### src/hw/tsf_pkg.sv
// shared constants and types of the tagged sample queue
package tsf_pkg;
  // ==========================================
  // register offsets
  localparam logic [7:0] ADDR_WR_IDX = 8'h04;
  localparam logic [7:0] ADDR_RD_IDX = 8'h05;
  localparam logic [7:0] ADDR_LOST = 8'h06;
  localparam logic [7:0] ADDR_COUNT = 8'h07;
  localparam logic [7:0] ADDR_DATA = 8'h08;
  localparam logic [7:0] ADDR_WMARK = 8'h09;
  localparam logic [7:0] ADDR_CFG = 8'h0a;
  localparam logic [7:0] ADDR_SLOT12 = 8'h20;
  localparam logic [7:0] ADDR_SLOT34 = 8'h21;
  localparam logic [7:0] ADDR_SLOT56 = 8'h22;
  // ==========================================
  // fields and reset values
  localparam int CFG_STAMP_EN_BIT = 5;
  localparam int CFG_FLUSH_BIT = 4;
  localparam int CFG_CLR_ON_READ_BIT = 3;
  localparam int CFG_AFULL_TYPE_BIT = 2;
  localparam int CFG_OVERWRITE_BIT = 1;
  localparam logic [7:0] CFG_WMASK = 8'h2e;
  localparam logic [7:0] CFG_RESET = 8'h00;
  localparam logic [6:0] WMARK_RESET = 7'h00;
  localparam logic [23:0] SLOT_RESET = 24'h000000;
  localparam int SPI_READ_BIT = 7;
  // ==========================================
  // tags, slot codes, depth
  localparam logic [4:0] TAG_CH1_FIRST = 5'h01;
  localparam logic [4:0] TAG_CH2_FIRST = 5'h07;
  localparam logic [4:0] TAG_FIX1_FIRST = 5'h0d;
  localparam logic [4:0] TAG_FIX2_FIRST = 5'h13;
  localparam logic [4:0] TAG_PROXIMITY_CHANNEL_ONE = 5'h19;
  localparam logic [4:0] TAG_PROXIMITY_CHANNEL_TWO = 5'h1a;
  localparam logic [4:0] TAG_INVALID = 5'h1e;
  localparam logic [4:0] TAG_STAMP = 5'h1f;
  localparam logic [3:0] SLOT_NONE = 4'h0;
  localparam logic [3:0] SLOT_PILOT = 4'h8;
  localparam logic [2:0] SLOT_LAST = 3'h5;
  localparam logic [2:0] FIX_SLOTS = 3'h3;
  localparam logic [7:0] DEPTH = 8'h80;
  typedef enum {ST_IDLE, ST_CH1, ST_CH2, ST_STAMP} tsf_tag_state_type;
endpackage : tsf_pkg

### src/hw/tsf_if.sv
// carriers between the queue core, the tagger and the serial link
`timescale 1ns/100ps
interface tsf_push_if;
  logic valid;
  logic [23:0] item;
  modport src (output valid, item);
  modport dst (input valid, item);
endinterface : tsf_push_if

interface tsf_reg_if;
  logic burst;
  logic rd_req;
  logic wr_req;
  logic [7:0] addr;
  logic [7:0] wdata;
  logic [7:0] rdata;
  modport link (output burst, rd_req, wr_req, addr, wdata, input rdata);
  modport regs (input burst, rd_req, wr_req, addr, wdata, output rdata);
endinterface : tsf_reg_if

### src/hw/tsf_tagger.sv
// exposure sequencer: tags channel samples and time stamps for the queue
`timescale 1ns/100ps
module tsf_tagger (
  // clock and reset
  input wire logic clk,
  input wire logic rst,
  // conversion process
  input wire logic conv_valid,
  input wire logic [18:0] ch1_value,
  input wire logic [18:0] ch2_value,
  input wire logic ch1_fence,
  input wire logic ch2_fence,
  output logic conv_busy,
  // configuration
  input wire logic [23:0] slot_codes,
  input wire logic stamp_en,
  // queue side
  tsf_push_if.src push
);
  // ==========================================
  // tag selection
  function automatic logic [4:0] tsf_tag_of(input logic ch2, input logic [2:0] slot,
                                            input logic [3:0] code, input logic fence);
    if (slot == 3'h0 && code == tsf_pkg::SLOT_PILOT) begin
      return ch2 ? tsf_pkg::TAG_PROXIMITY_CHANNEL_TWO : tsf_pkg::TAG_PROXIMITY_CHANNEL_ONE;
    end
    if (fence && slot < tsf_pkg::FIX_SLOTS) begin
      return (ch2 ? tsf_pkg::TAG_FIX2_FIRST : tsf_pkg::TAG_FIX1_FIRST) + {2'b00, slot};
    end
    return (ch2 ? tsf_pkg::TAG_CH2_FIRST : tsf_pkg::TAG_CH1_FIRST) + {2'b00, slot};
  endfunction : tsf_tag_of

  tsf_pkg::tsf_tag_state_type st_q, st_d;
  logic [2:0] slot_q, slot_d;
  logic [23:0] it1_q, it1_d, it2_q, it2_d, item_q, item_d;
  logic [18:0] smp_q, smp_d;
  logic valid_q, valid_d, busy_q, busy_d;
  logic [3:0] code_now, code_next;

  // ==========================================
  // sequencing
  always_comb begin
    code_now = slot_codes[{slot_q, 2'b00} +: 4];
    code_next = (slot_q == tsf_pkg::SLOT_LAST) ? tsf_pkg::SLOT_NONE :
                slot_codes[{slot_q + 3'h1, 2'b00} +: 4];
    st_d = st_q;
    slot_d = slot_q;
    it1_d = it1_q;
    it2_d = it2_q;
    smp_d = smp_q;
    valid_d = 1'b0;
    item_d = item_q;
    case (st_q)
      tsf_pkg::ST_IDLE: begin
        if (code_now == tsf_pkg::SLOT_NONE) begin
          slot_d = 3'h0; // sequence shortened under us: restart
        end else if (conv_valid) begin
          it1_d = {tsf_tag_of(1'b0, slot_q, code_now, ch1_fence), ch1_value};
          it2_d = {tsf_tag_of(1'b1, slot_q, code_now, ch2_fence), ch2_value};
          smp_d = smp_q + 19'h00001;
          st_d = tsf_pkg::ST_CH1;
        end
      end
      tsf_pkg::ST_CH1: begin
        valid_d = 1'b1;
        item_d = it1_q; // channel one first
        st_d = tsf_pkg::ST_CH2;
      end
      tsf_pkg::ST_CH2: begin
        valid_d = 1'b1;
        item_d = it2_q;
        slot_d = (code_next == tsf_pkg::SLOT_NONE) ? 3'h0 : slot_q + 3'h1;
        st_d = (stamp_en && smp_q[2:0] == 3'h0) ? tsf_pkg::ST_STAMP : tsf_pkg::ST_IDLE;
      end
      tsf_pkg::ST_STAMP: begin
        valid_d = 1'b1;
        item_d = {tsf_pkg::TAG_STAMP, smp_q}; // every eighth sample
        st_d = tsf_pkg::ST_IDLE;
      end
      default: st_d = tsf_pkg::ST_IDLE;
    endcase
    busy_d = (st_d != tsf_pkg::ST_IDLE);
  end

  always_ff @(posedge clk or posedge rst) begin
    if (rst) begin
      st_q <= tsf_pkg::ST_IDLE;
      slot_q <= 3'h0;
      it1_q <= 24'h000000;
      it2_q <= 24'h000000;
      item_q <= 24'h000000;
      smp_q <= 19'h00000;
      valid_q <= 1'b0;
      busy_q <= 1'b0;
    end else begin
      st_q <= st_d;
      slot_q <= slot_d;
      it1_q <= it1_d;
      it2_q <= it2_d;
      item_q <= item_d;
      smp_q <= smp_d;
      valid_q <= valid_d;
      busy_q <= busy_d;
    end
  end

  assign push.valid = valid_q;
  assign push.item = item_q;
  assign conv_busy = busy_q;

  property p_ch_order;
    @(posedge clk) disable iff (rst)
    (st_q == tsf_pkg::ST_CH1) |=> valid_q && item_q == it1_q ##1 valid_q && item_q == it2_q;
  endproperty
  a_ch_order: assert property (p_ch_order) else $error("channel order broken");
endmodule : tsf_tagger

### src/hw/tsf_spi_link.sv
// serial register port, sampled on the system clock
`timescale 1ns/100ps
module tsf_spi_link (
  // clock and reset
  input wire logic clk,
  input wire logic rst,
  // serial pins
  input wire logic csb_n,
  input wire logic sclk,
  input wire logic mosi,
  output logic miso,
  output logic miso_oe,
  // register side
  tsf_reg_if.link bus
);
  logic [2:0] sck_s_q;
  logic [1:0] cs_s_q, mosi_s_q;
  logic [2:0] bit_q, bit_d;
  logic [6:0] shift_q, shift_d;
  logic [1:0] byte_q, byte_d;
  logic [7:0] addr_q, addr_d, wdata_q, wdata_d, tx_q, tx_d, rx;
  logic read_q, read_d, pend_q, pend_d, rd_q, rd_d, wr_q, wr_d, act_q, act_d;
  logic rise, fall;

  // ==========================================
  // byte engine
  always_comb begin
    rise = sck_s_q[1] & ~sck_s_q[2];
    fall = ~sck_s_q[1] & sck_s_q[2];
    rx = {shift_q, mosi_s_q[1]};
    act_d = ~cs_s_q[1];
    bit_d = bit_q;
    shift_d = shift_q;
    byte_d = byte_q;
    addr_d = (wr_q && addr_q != tsf_pkg::ADDR_DATA) ? addr_q + 8'h01 : addr_q;
    wdata_d = wdata_q;
    tx_d = tx_q;
    read_d = read_q;
    pend_d = pend_q;
    rd_d = 1'b0;
    wr_d = 1'b0;
    if (!act_q) begin
      bit_d = 3'h0;
      byte_d = 2'h0;
      pend_d = 1'b0;
      tx_d = 8'h00;
    end else begin
      if (rise) begin
        shift_d = rx[6:0];
        bit_d = bit_q + 3'h1;
        if (bit_q == 3'h7) begin
          case (byte_q)
            2'h0: begin
              addr_d = rx;
              byte_d = 2'h1;
            end
            2'h1: begin
              read_d = rx[tsf_pkg::SPI_READ_BIT];
              rd_d = rx[tsf_pkg::SPI_READ_BIT];
              pend_d = rx[tsf_pkg::SPI_READ_BIT];
              byte_d = 2'h2;
            end
            default: begin
              if (read_q) begin
                // the data port is not advanced so bursts stay on it
                addr_d = (addr_q == tsf_pkg::ADDR_DATA) ? addr_q : addr_q + 8'h01;
                rd_d = 1'b1;
                pend_d = 1'b1;
              end else begin
                wdata_d = rx;
                wr_d = 1'b1;
              end
            end
          endcase
        end
      end
      if (fall && pend_q) begin
        tx_d = bus.rdata;
        pend_d = 1'b0;
      end else if (fall) begin
        tx_d = {tx_q[6:0], 1'b0};
      end
    end
  end

  always_ff @(posedge clk or posedge rst) begin
    if (rst) begin
      sck_s_q <= 3'b000;
      cs_s_q <= 2'b11;
      mosi_s_q <= 2'b00;
      bit_q <= 3'h0;
      shift_q <= 7'h00;
      byte_q <= 2'h0;
      addr_q <= 8'h00;
      wdata_q <= 8'h00;
      tx_q <= 8'h00;
      read_q <= 1'b0;
      pend_q <= 1'b0;
      rd_q <= 1'b0;
      wr_q <= 1'b0;
      act_q <= 1'b0;
    end else begin
      sck_s_q <= {sck_s_q[1:0], sclk};
      cs_s_q <= {cs_s_q[0], csb_n};
      mosi_s_q <= {mosi_s_q[0], mosi};
      bit_q <= bit_d;
      shift_q <= shift_d;
      byte_q <= byte_d;
      addr_q <= addr_d;
      wdata_q <= wdata_d;
      tx_q <= tx_d;
      read_q <= read_d;
      pend_q <= pend_d;
      rd_q <= rd_d;
      wr_q <= wr_d;
      act_q <= act_d;
    end
  end

  assign bus.burst = act_q;
  assign bus.rd_req = rd_q;
  assign bus.wr_req = wr_q;
  assign bus.addr = addr_q;
  assign bus.wdata = wdata_q;
  assign miso = tx_q[7];
  assign miso_oe = act_q;
endmodule : tsf_spi_link

### src/hw/tsf_top.sv
// tagged sample queue: 128 x 24-bit store behind the serial register port
//
// Overview of operation
// - channel one samples tagged 1..6 by slot; slots up to it non-zero.
// - channel two samples tagged 7..12 by slot, same slot condition.
// - fence-replaced samples in slots 1..3 use tags 13..15 or 19..21.
// - proximity samples tag 25 or 26, only when slot one is pilot code.
// - reading the data port of an empty queue returns tag 30.
// - with time stamps enabled, stamp words with tag 31 are queued.
// - 7-bit write index advances per push, wrapping 0x7f to 0x00.
// - 7-bit read index advances per item read, wrapping 0x7f to 0x00.
// - host may write the read index to reread unoverwritten items.
// - 7-bit lost item counter counts dropped items, saturates at 0x7f.
// - lost item counter clears whenever a host read pops an item; an overwrite advances the read index and counts up instead.
// - read-only item counter, up per push, down per item read.
// - data port gives three bytes per item; index advances after third.
// - each active slot stores channel one then channel two, then repeats.
// - config two: stamp bit 5, flush 4, clear-on-read 3, type 2, overwrite 1.
// - slots one to six run; the first zero slot code ends the sequence.
// - each word carries tag in bits 23..19, value in 18..0.
// - full queue overwrites oldest when overwrite set, else drops new item.
// - self-clearing flush empties queue and zeroes indices and counters.
`timescale 1ns/100ps
module tsf_top (
  // clock and reset
  input wire logic clk,
  input wire logic rst,
  // serial register port
  input wire logic spi_csb_n,
  input wire logic spi_sclk,
  input wire logic spi_mosi,
  output logic spi_miso,
  output logic spi_miso_oe,
  // conversion process
  input wire logic conv_valid,
  input wire logic [18:0] conv_ch1_value,
  input wire logic [18:0] conv_ch2_value,
  input wire logic conv_ch1_fence,
  input wire logic conv_ch2_fence,
  output logic conv_busy,
  // status
  output logic queue_almost_full
);
  tsf_push_if push_c ();
  tsf_reg_if reg_c ();

  logic [23:0] mem_q [0:127];
  logic [6:0] wr_idx_q, wr_idx_d, rd_idx_q, rd_idx_d, lost_q, lost_d, wmark_q, wmark_d;
  logic [7:0] cnt_q, cnt_d, cfg_q, cfg_d, rdata_q, rdata_d;
  logic [23:0] slot_q, slot_d, word_q, word_d;
  logic [1:0] sel_q, sel_d;
  logic word_ok_q, word_ok_d, afull_q, afull_d;
  logic mem_we, data_rd, pop, flush, room, overwrite;

  function automatic logic [6:0] tsf_sat_inc(input logic [6:0] v);
    return (v == 7'h7f) ? v : v + 7'h01;
  endfunction : tsf_sat_inc

  // ==========================================
  // submodules
  tsf_spi_link u_link (
    .clk(clk),
    .rst(rst),
    .csb_n(spi_csb_n),
    .sclk(spi_sclk),
    .mosi(spi_mosi),
    .miso(spi_miso),
    .miso_oe(spi_miso_oe),
    .bus(reg_c.link)
  );

  tsf_tagger u_tagger (
    .clk(clk),
    .rst(rst),
    .conv_valid(conv_valid),
    .ch1_value(conv_ch1_value),
    .ch2_value(conv_ch2_value),
    .ch1_fence(conv_ch1_fence),
    .ch2_fence(conv_ch2_fence),
    .conv_busy(conv_busy),
    .slot_codes(slot_q),
    .stamp_en(cfg_q[tsf_pkg::CFG_STAMP_EN_BIT]),
    .push(push_c.src)
  );

  assign reg_c.rdata = rdata_q;

  // ==========================================
  // queue and register next state
  always_comb begin
    wr_idx_d = wr_idx_q;
    rd_idx_d = rd_idx_q;
    lost_d = lost_q;
    cnt_d = cnt_q;
    cfg_d = cfg_q;
    wmark_d = wmark_q;
    slot_d = slot_q;
    word_d = word_q;
    word_ok_d = word_ok_q;
    sel_d = reg_c.burst ? sel_q : 2'h0;
    rdata_d = rdata_q;
    mem_we = 1'b0;
    overwrite = cfg_q[tsf_pkg::CFG_OVERWRITE_BIT];
    data_rd = reg_c.rd_req && reg_c.addr == tsf_pkg::ADDR_DATA;
    pop = data_rd && sel_q == 2'h2 && word_ok_q;
    flush = reg_c.wr_req && reg_c.addr == tsf_pkg::ADDR_CFG &&
            reg_c.wdata[tsf_pkg::CFG_FLUSH_BIT];
    // host reads: one byte per request, the item latched on its first byte
    if (data_rd) begin
      case (sel_q)
        2'h0: begin
          word_ok_d = (cnt_q != 8'h00);
          word_d = word_ok_d ? mem_q[rd_idx_q] : {tsf_pkg::TAG_INVALID, 19'h00000};
          rdata_d = word_d[23:16];
          sel_d = 2'h1;
        end
        2'h1: begin
          rdata_d = word_q[15:8];
          sel_d = 2'h2;
        end
        default: begin
          rdata_d = word_q[7:0];
          sel_d = 2'h0;
        end
      endcase
    end else if (reg_c.rd_req) begin
      case (reg_c.addr)
        tsf_pkg::ADDR_WR_IDX: rdata_d = {1'b0, wr_idx_q};
        tsf_pkg::ADDR_RD_IDX: rdata_d = {1'b0, rd_idx_q};
        tsf_pkg::ADDR_LOST: rdata_d = {1'b0, lost_q};
        tsf_pkg::ADDR_COUNT: rdata_d = cnt_q;
        tsf_pkg::ADDR_WMARK: rdata_d = {1'b0, wmark_q};
        tsf_pkg::ADDR_CFG: rdata_d = cfg_q;
        tsf_pkg::ADDR_SLOT12: rdata_d = slot_q[7:0];
        tsf_pkg::ADDR_SLOT34: rdata_d = slot_q[15:8];
        tsf_pkg::ADDR_SLOT56: rdata_d = slot_q[23:16];
        default: rdata_d = 8'h00;
      endcase
    end
    // pop after the third byte of a valid item
    if (pop) begin
      rd_idx_d = rd_idx_q + 7'h01;
      lost_d = 7'h00;
      cnt_d = cnt_q - 8'h01;
    end
    room = (cnt_d < tsf_pkg::DEPTH);
    if (push_c.valid) begin
      if (room) begin
        mem_we = 1'b1;
        wr_idx_d = wr_idx_q + 7'h01;
        cnt_d = cnt_d + 8'h01;
      end else if (overwrite) begin
        mem_we = 1'b1; // oldest item gives way
        wr_idx_d = wr_idx_q + 7'h01;
        rd_idx_d = rd_idx_d + 7'h01;
        lost_d = tsf_sat_inc(lost_d);
      end else begin
        lost_d = tsf_sat_inc(lost_d); // new item dropped
      end
    end
    // host writes
    if (reg_c.wr_req) begin
      case (reg_c.addr)
        tsf_pkg::ADDR_RD_IDX: begin
          rd_idx_d = reg_c.wdata[6:0]; // rewind for reread
          cnt_d = {1'b0, 7'(wr_idx_d - reg_c.wdata[6:0])};
        end
        tsf_pkg::ADDR_WMARK: wmark_d = reg_c.wdata[6:0];
        tsf_pkg::ADDR_CFG: cfg_d = reg_c.wdata & tsf_pkg::CFG_WMASK;
        tsf_pkg::ADDR_SLOT12: slot_d[7:0] = reg_c.wdata;
        tsf_pkg::ADDR_SLOT34: slot_d[15:8] = reg_c.wdata;
        tsf_pkg::ADDR_SLOT56: slot_d[23:16] = reg_c.wdata;
        default: ;
      endcase
    end
    // flush wins over everything; its bit never stores
    if (flush) begin
      mem_we = 1'b0;
      wr_idx_d = 7'h00;
      rd_idx_d = 7'h00;
      cnt_d = 8'h00;
      lost_d = 7'h00;
      sel_d = 2'h0;
    end
    afull_d = cnt_d >= (tsf_pkg::DEPTH - {1'b0, wmark_d});
  end

  // ==========================================
  // storage
  always_ff @(posedge clk) begin
    if (mem_we) begin
      mem_q[wr_idx_q] <= push_c.item;
    end
  end

  always_ff @(posedge clk or posedge rst) begin
    if (rst) begin
      wr_idx_q <= 7'h00;
      rd_idx_q <= 7'h00;
      lost_q <= 7'h00;
      cnt_q <= 8'h00;
      cfg_q <= tsf_pkg::CFG_RESET;
      wmark_q <= tsf_pkg::WMARK_RESET;
      slot_q <= tsf_pkg::SLOT_RESET;
      word_q <= 24'h000000;
      word_ok_q <= 1'b0;
      sel_q <= 2'h0;
      rdata_q <= 8'h00;
      afull_q <= 1'b0;
    end else begin
      wr_idx_q <= wr_idx_d;
      rd_idx_q <= rd_idx_d;
      lost_q <= lost_d;
      cnt_q <= cnt_d;
      cfg_q <= cfg_d;
      wmark_q <= wmark_d;
      slot_q <= slot_d;
      word_q <= word_d;
      word_ok_q <= word_ok_d;
      sel_q <= sel_d;
      rdata_q <= rdata_d;
      afull_q <= afull_d;
    end
  end

  assign queue_almost_full = afull_q;

  // ==========================================
  // checks
  property p_wr_adv;
    @(posedge clk) disable iff (rst)
    (push_c.valid && cnt_q < 8'h7f && !pop && !flush) |=> wr_idx_q == $past(wr_idx_q) + 7'h01;
  endproperty
  a_wr_adv: assert property (p_wr_adv) else $error("write index did not advance");

  property p_rd_adv;
    @(posedge clk) disable iff (rst)
    (pop && !push_c.valid && !reg_c.wr_req) |=> rd_idx_q == $past(rd_idx_q) + 7'h01;
  endproperty
  a_rd_adv: assert property (p_rd_adv) else $error("read index did not advance");

  property p_lost_clr;
    @(posedge clk) disable iff (rst)
    (pop && !push_c.valid) |=> lost_q == 7'h00;
  endproperty
  a_lost_clr: assert property (p_lost_clr) else $error("lost counter not cleared");

  property p_lost_sat;
    @(posedge clk) disable iff (rst)
    (lost_q == 7'h7f && !pop && !flush) |=> lost_q == 7'h7f;
  endproperty
  a_lost_sat: assert property (p_lost_sat) else $error("lost counter wrapped");

  property p_cnt_max;
    @(posedge clk) disable iff (rst)
    cnt_q <= tsf_pkg::DEPTH;
  endproperty
  a_cnt_max: assert property (p_cnt_max) else $error("item count above depth");

  property p_cnt_up;
    @(posedge clk) disable iff (rst)
    (push_c.valid && cnt_q < 8'h7f && !data_rd && !reg_c.wr_req) |=> cnt_q == $past(cnt_q) + 8'h01;
  endproperty
  a_cnt_up: assert property (p_cnt_up) else $error("item count did not rise");

  property p_empty_tag;
    @(posedge clk) disable iff (rst)
    (data_rd && sel_q == 2'h0 && cnt_q == 8'h00) |=> rdata_q[7:3] == tsf_pkg::TAG_INVALID ##0 !word_ok_q;
  endproperty
  a_empty_tag: assert property (p_empty_tag) else $error("empty read not marked invalid");

  property p_drop;
    @(posedge clk) disable iff (rst)
    (push_c.valid && cnt_q == tsf_pkg::DEPTH && !overwrite && !pop && !reg_c.wr_req)
      |=> wr_idx_q == $past(wr_idx_q) && rd_idx_q == $past(rd_idx_q);
  endproperty
  a_drop: assert property (p_drop) else $error("full queue changed on drop");

  property p_flush;
    @(posedge clk) disable iff (rst)
    flush |=> wr_idx_q == 7'h00 && rd_idx_q == 7'h00 && cnt_q == 8'h00 && lost_q == 7'h00
      && !cfg_q[tsf_pkg::CFG_FLUSH_BIT];
  endproperty
  a_flush: assert property (p_flush) else $error("flush left state behind");
endmodule : tsf_top

### config.mk
export PLATFORM = sky130hd
export DESIGN_NAME = tsf_top
export DESIGN_NICKNAME = d
export VERILOG_FILES = /design/src/hw/tsf_pkg.sv /design/src/hw/tsf_if.sv /design/src/hw/tsf_tagger.sv /design/src/hw/tsf_spi_link.sv /design/src/hw/tsf_top.sv
export SDC_FILE = /design/constraint.sdc
export NUM_CORES = 2
export LEC_CHECK = 0
export BUFFER_PORTS_ARGS = -buffer_cell sky130_fd_sc_hd__buf_2
export CORE_MARGIN = 2
export CORE_UTILIZATION = 38
export DETAILED_ROUTE_END_ITERATION = 10
export PLACE_DENSITY = 0.51
export SLEW_MARGIN = 20
export SYNTH_ARGS = -nofsm -noshare
export SYNTH_HDL_FRONTEND = slang
export SYNTH_HIERARCHICAL = 1
export SYNTH_SLANG_ARGS = --single-unit
### constraint.sdc
create_clock -name clk -period 5.4 [get_ports clk]
set_input_delay 0.81 -clock clk [delete_from_list [all_inputs] [get_ports clk]]
set_output_delay 0.81 -clock clk [all_outputs]
set_load 0.1 [all_outputs]
==> metrics.md <==
| Metric | Value |
|---|---|
| Status | `completed` |
| CTS tree | `done` |
| Post-CTS sizing | `0` |
| I/O Buffers | `49` |
| Top Metal Used | `met5` |
| Flip-flop and latch count after synthesis | `3340` |
| Worst-path maximum fanout | `8` |
| Setup CP Type | `flip-flop to flip-flop` |
| Core box area | `342000 um^2` |
| Area growth from synthesis to layout | `15.3%` |
| Dpl hpwl | `229000 um` |
| Starting Density | `roughly two fifths` |
| Slew margin rel. | `19.2%` |
| Ys flop type | `edfxtp_1` |
| Routability congestion estimate | `between 0.8 and 0.9` |
| Reg area | `99100 um^2` |
| Largest net degree at the start of global routing | `100` |
| Via density | `5.73` |
| Fin area | `~150000 um^2` |
| Reg2reg end | `queue_almost_full$_DFF_PP0_` |
| Met3 routed WL | `25800 um` |
| Hold path cells | `2` |
| Fin nets | `6891` |
| Clock skew | `between 0.08 and 0.09 ns` |
| Die Ht | `590 um` |
| Hold Path Sink | `u_tagger/it1_q[10]$_DFFE_PP0P_` |
| Ys Warns | `6` |
| Initial DRC count | `7447` |
| Synth async-reset ratio | `8.02%` |
| Post-layout util | `43.9%` |
| CTS max path bufs | `4` |
| Boundary pin count | `50` |
| H-tree depth | `5` |
| Beginning of the worst register-to-register path | `u_link/bus.addr[7]$_DFFE_PP0P_` |
| Met2 wire len | `180000 um` |
| DR pass1 iterations | `6` |
| Wirelength per Cell | `32.5 um` |
| Rows | `between 200 and 250` |
| Congestion Overflow GR | `0` |
| Worst-path clk slew | `0.07 ns` |
| Fillcell total | `roughly 29000` |
| Area occupied by multi-input gates | `30200 um^2` |
| Share of cells above drive strength 1 | `roughly 28%` |
| WP data arrival | `5.89 ns` |
| Vias | `66700` |
| Met1 WL | `163000 um` |
| Final setup violation count | `0` |
| Register area share after synthesis | `around three quarters` |
| Worst setup SP type | `flip-flop` |
| Die Area | `about 350000 um^2` |
| Clock root buffer | `clkbuf_16` |
| Crit end category | `flip-flop` |
| Setup bufs post-CTS | `0` |
| First-pass GRT wire length | `532000 um` |
| Final Hold Violating Endpoints | `0` |
| Slew Limit Fails | `0` |
| Clk Latency, worst-skew pair | `0.95 ns` |
| Post-Syn Area per Cell | `20.5 um^2` |
| Peak supply drop | `around 260 uV` |
| Clock sinks | `3340` |
| Post-synth EDFFs | `3072` |
| All-Layer GR Usage | `21.6%` |
| Min-delay src | `conv_ch1_value[10]` |
| Req. time, crit path | `6.26 ns` |
| DR DRC count | `0` |
| Post-Syn Instances | `about 6400` |
| Hold Path Class | `primary input to flip-flop` |
| Pwr Density | `351 nW/um^2` |
| Fin Setup TNS | `0 ns` |
| Die Wd | `590 um` |
| Least-Margin Pin Slew | `1.21 ns` |
| Fin crit period | `5.02 ns` |
| Pleak | `around 40 nW` |
| Placed Area | `between 100000 and 150000 um^2` |
| Fmax | `between 150 and 200 MHz` |
| Synthesized cell area | `130000 um^2` |
| Hold_buf cts | `4` |
| FF-to-FF path depth | `17` |
| Unique masters post-synth | `97` |
| RSZ-0062 raised after global routing | `no` |
| TritonCTS Buffers | `364` |
| R2r setup slk | `0.38 ns` |
| Vias in the first global route | `67600` |
| Initial antenna violation count | `20` |
| Fin crit share | `93.0%` |
| Number of nets still failing antenna checks after routing | `0` |
| WL final | `~380000 um` |
| Max-Cap Viols | `0` |
## cells in the mapped netlist (13+ instances only)
cell         n  area, um^2
nor2_1     213         800
nand2_1    242         908
o22ai_1     40         250
and2_1      20         125
mux2i_1    201        2010
a211oi_1    37         278
mux2_2      67         754
a31oi_1     37         231
dfrtp_1    266        6660
edfxtp_1  3072       92200
mux4_2     759       17100
and3_1      13        81.3
buf_2       80         400
a221oi_1    67         587
ha_1        34         425
buf_1       36         135
clkbuf_1   205         769
xor2_1      34         298
inv_1       53         199
o21ai_0    104         521
o31ai_1     13        97.6
nor2b_1     48         300
nand4_1     18         113
o211ai_1    16         120
nor4_1      28         175
nand3_1     67         335
a22oi_1    134        1010
nor3_1      53         265
buf_4       36         270
xnor2_1     30         263
a21oi_1    112         561
a22o_1      53         464
## cell type report
cell class	count	share of cell area, %
Antenna cell	3	0.00499
Timing Repair Buffer	410	2.35
Tap cell	4557	3.79
Clock buffer	463	6.48
Sequential cell	3340	65.9
Multi-Input combinational cell	2638	20.1
Clock inverter	185	1.29
Inverter	56	0.151
## sequential cells by signal, indices dropped and copies added, names as in the netlist, 4 cells and up
name / cells
u_link/bus.wdata: 8
wmark_q: 7
u_link/bus.addr: 8
slot_q: 24
mem_q: 3072
wr_idx_q: 7
u_link/tx_q: 8
cfg_q: 4
u_tagger/st_q: 32
rdata_q: 8
rd_idx_q: 7
word_q: 16
lost_q: 7
u_tagger/it2_q: 24
u_tagger/it1_q: 24
cnt_q: 8
u_tagger/smp_q: 19
u_link/shift_q: 7
u_tagger/push.item: 24
## critical path: stages, from the launching register on
cell and delay (ns):
dfrtp_1 0.41, or3_1 0.43, buf_4 0.19, o41ai_1 0.63, o2111ai_2 0.45, xor2_1 0.28, ha_1 0.26, fa_1 0.45
nor2b_1 0.14, o21a_1 0.13, o21ai_0 0.12, and4b_1 0.24, or4_1 0.46, mux2i_1 0.17, a211oi_2 0.08, ha_1 0.31
nand2_1 0.05, o21ai_0 0.15
## where the power goes
group | switching, mW | internal [mW] | leakage (nW)
registers | 0.0301 | 27.9 | 25.3
logic | 0.0820 | 0.0415 | 9.56
clock network | 10.2 | 14.5 | 5.68
## per-stage QoR
step | hold WS, ns | power, mW | instances | setup WS (ns)
floorplan | 0.331 | 28.5 | 6400 | 0.943
global placement | 0.345 | 28.6 | 11000 | 0.384
detailed placement | 0.347 | 28.6 | 11000 | 0.461
CTS | 0.0264 | 53.2 | 11600 | 0.434
global route | 0.0638 | 54.2 | 11700 | 0.138
finish | 0.0992 | 52.7 | 11700 | 0.377
## logic make-up after synthesis
logic type               synth area share [%]
AO/OA/AOI/OAI                            3.82
XOR/XNOR                                0.430
adder cells (fa/ha/maj)                 0.349
buffers and inverters                    1.45
flip-flops                               75.9
multiplexers                             15.2
other                                 0.00287
AND/OR/NAND/NOR                          2.85
## metal layers
layer / vias to the layer above / global-route usage (%)
li1: 27300 / -
met1: 36500 / 30.9
met2: 2398 / 34.5
met3: 465 / 3.50
met4: 4 / 5.37
met5: - / 0
## worst max-delay path by stage
stage,from,endpoint,depth (start not counted)
2_1_floorplan,u_link/bus.addr[0]$_DFFE_PP0P_,queue_almost_full$_DFF_PP0_,18
3_3_place_gp,u_link/bus.addr[7]$_DFFE_PP0P_,queue_almost_full$_DFF_PP0_,17
3_5_place_dp,u_link/bus.addr[7]$_DFFE_PP0P_,queue_almost_full$_DFF_PP0_,17
4_1_cts,u_link/bus.addr[7]$_DFFE_PP0P_,queue_almost_full$_DFF_PP0_,17
5_1_grt,u_link/bus.addr[7]$_DFFE_PP0P_,queue_almost_full$_DFF_PP0_,17
6_report,u_link/bus.addr[7]$_DFFE_PP0P_,queue_almost_full$_DFF_PP0_,17
## layout by cell type, fill, tap and decap left out, types with 63 or more instances in the layout
master,n
a22oi_1,134
clkbuf_1,81
nor2_1,83
mux4_2,759
a221oi_1,66
nor2_2,129
mux2i_1,201
mux2_2,67
nand2_1,238
clkinv_1,65
o21ai_0,101
nand3_1,63
edfxtp_1,3072
clkbuf_16,372
dfrtp_1,235
buf_4,312
a21oi_1,111
No activity file was read; power rests on OpenSTA's default activity.
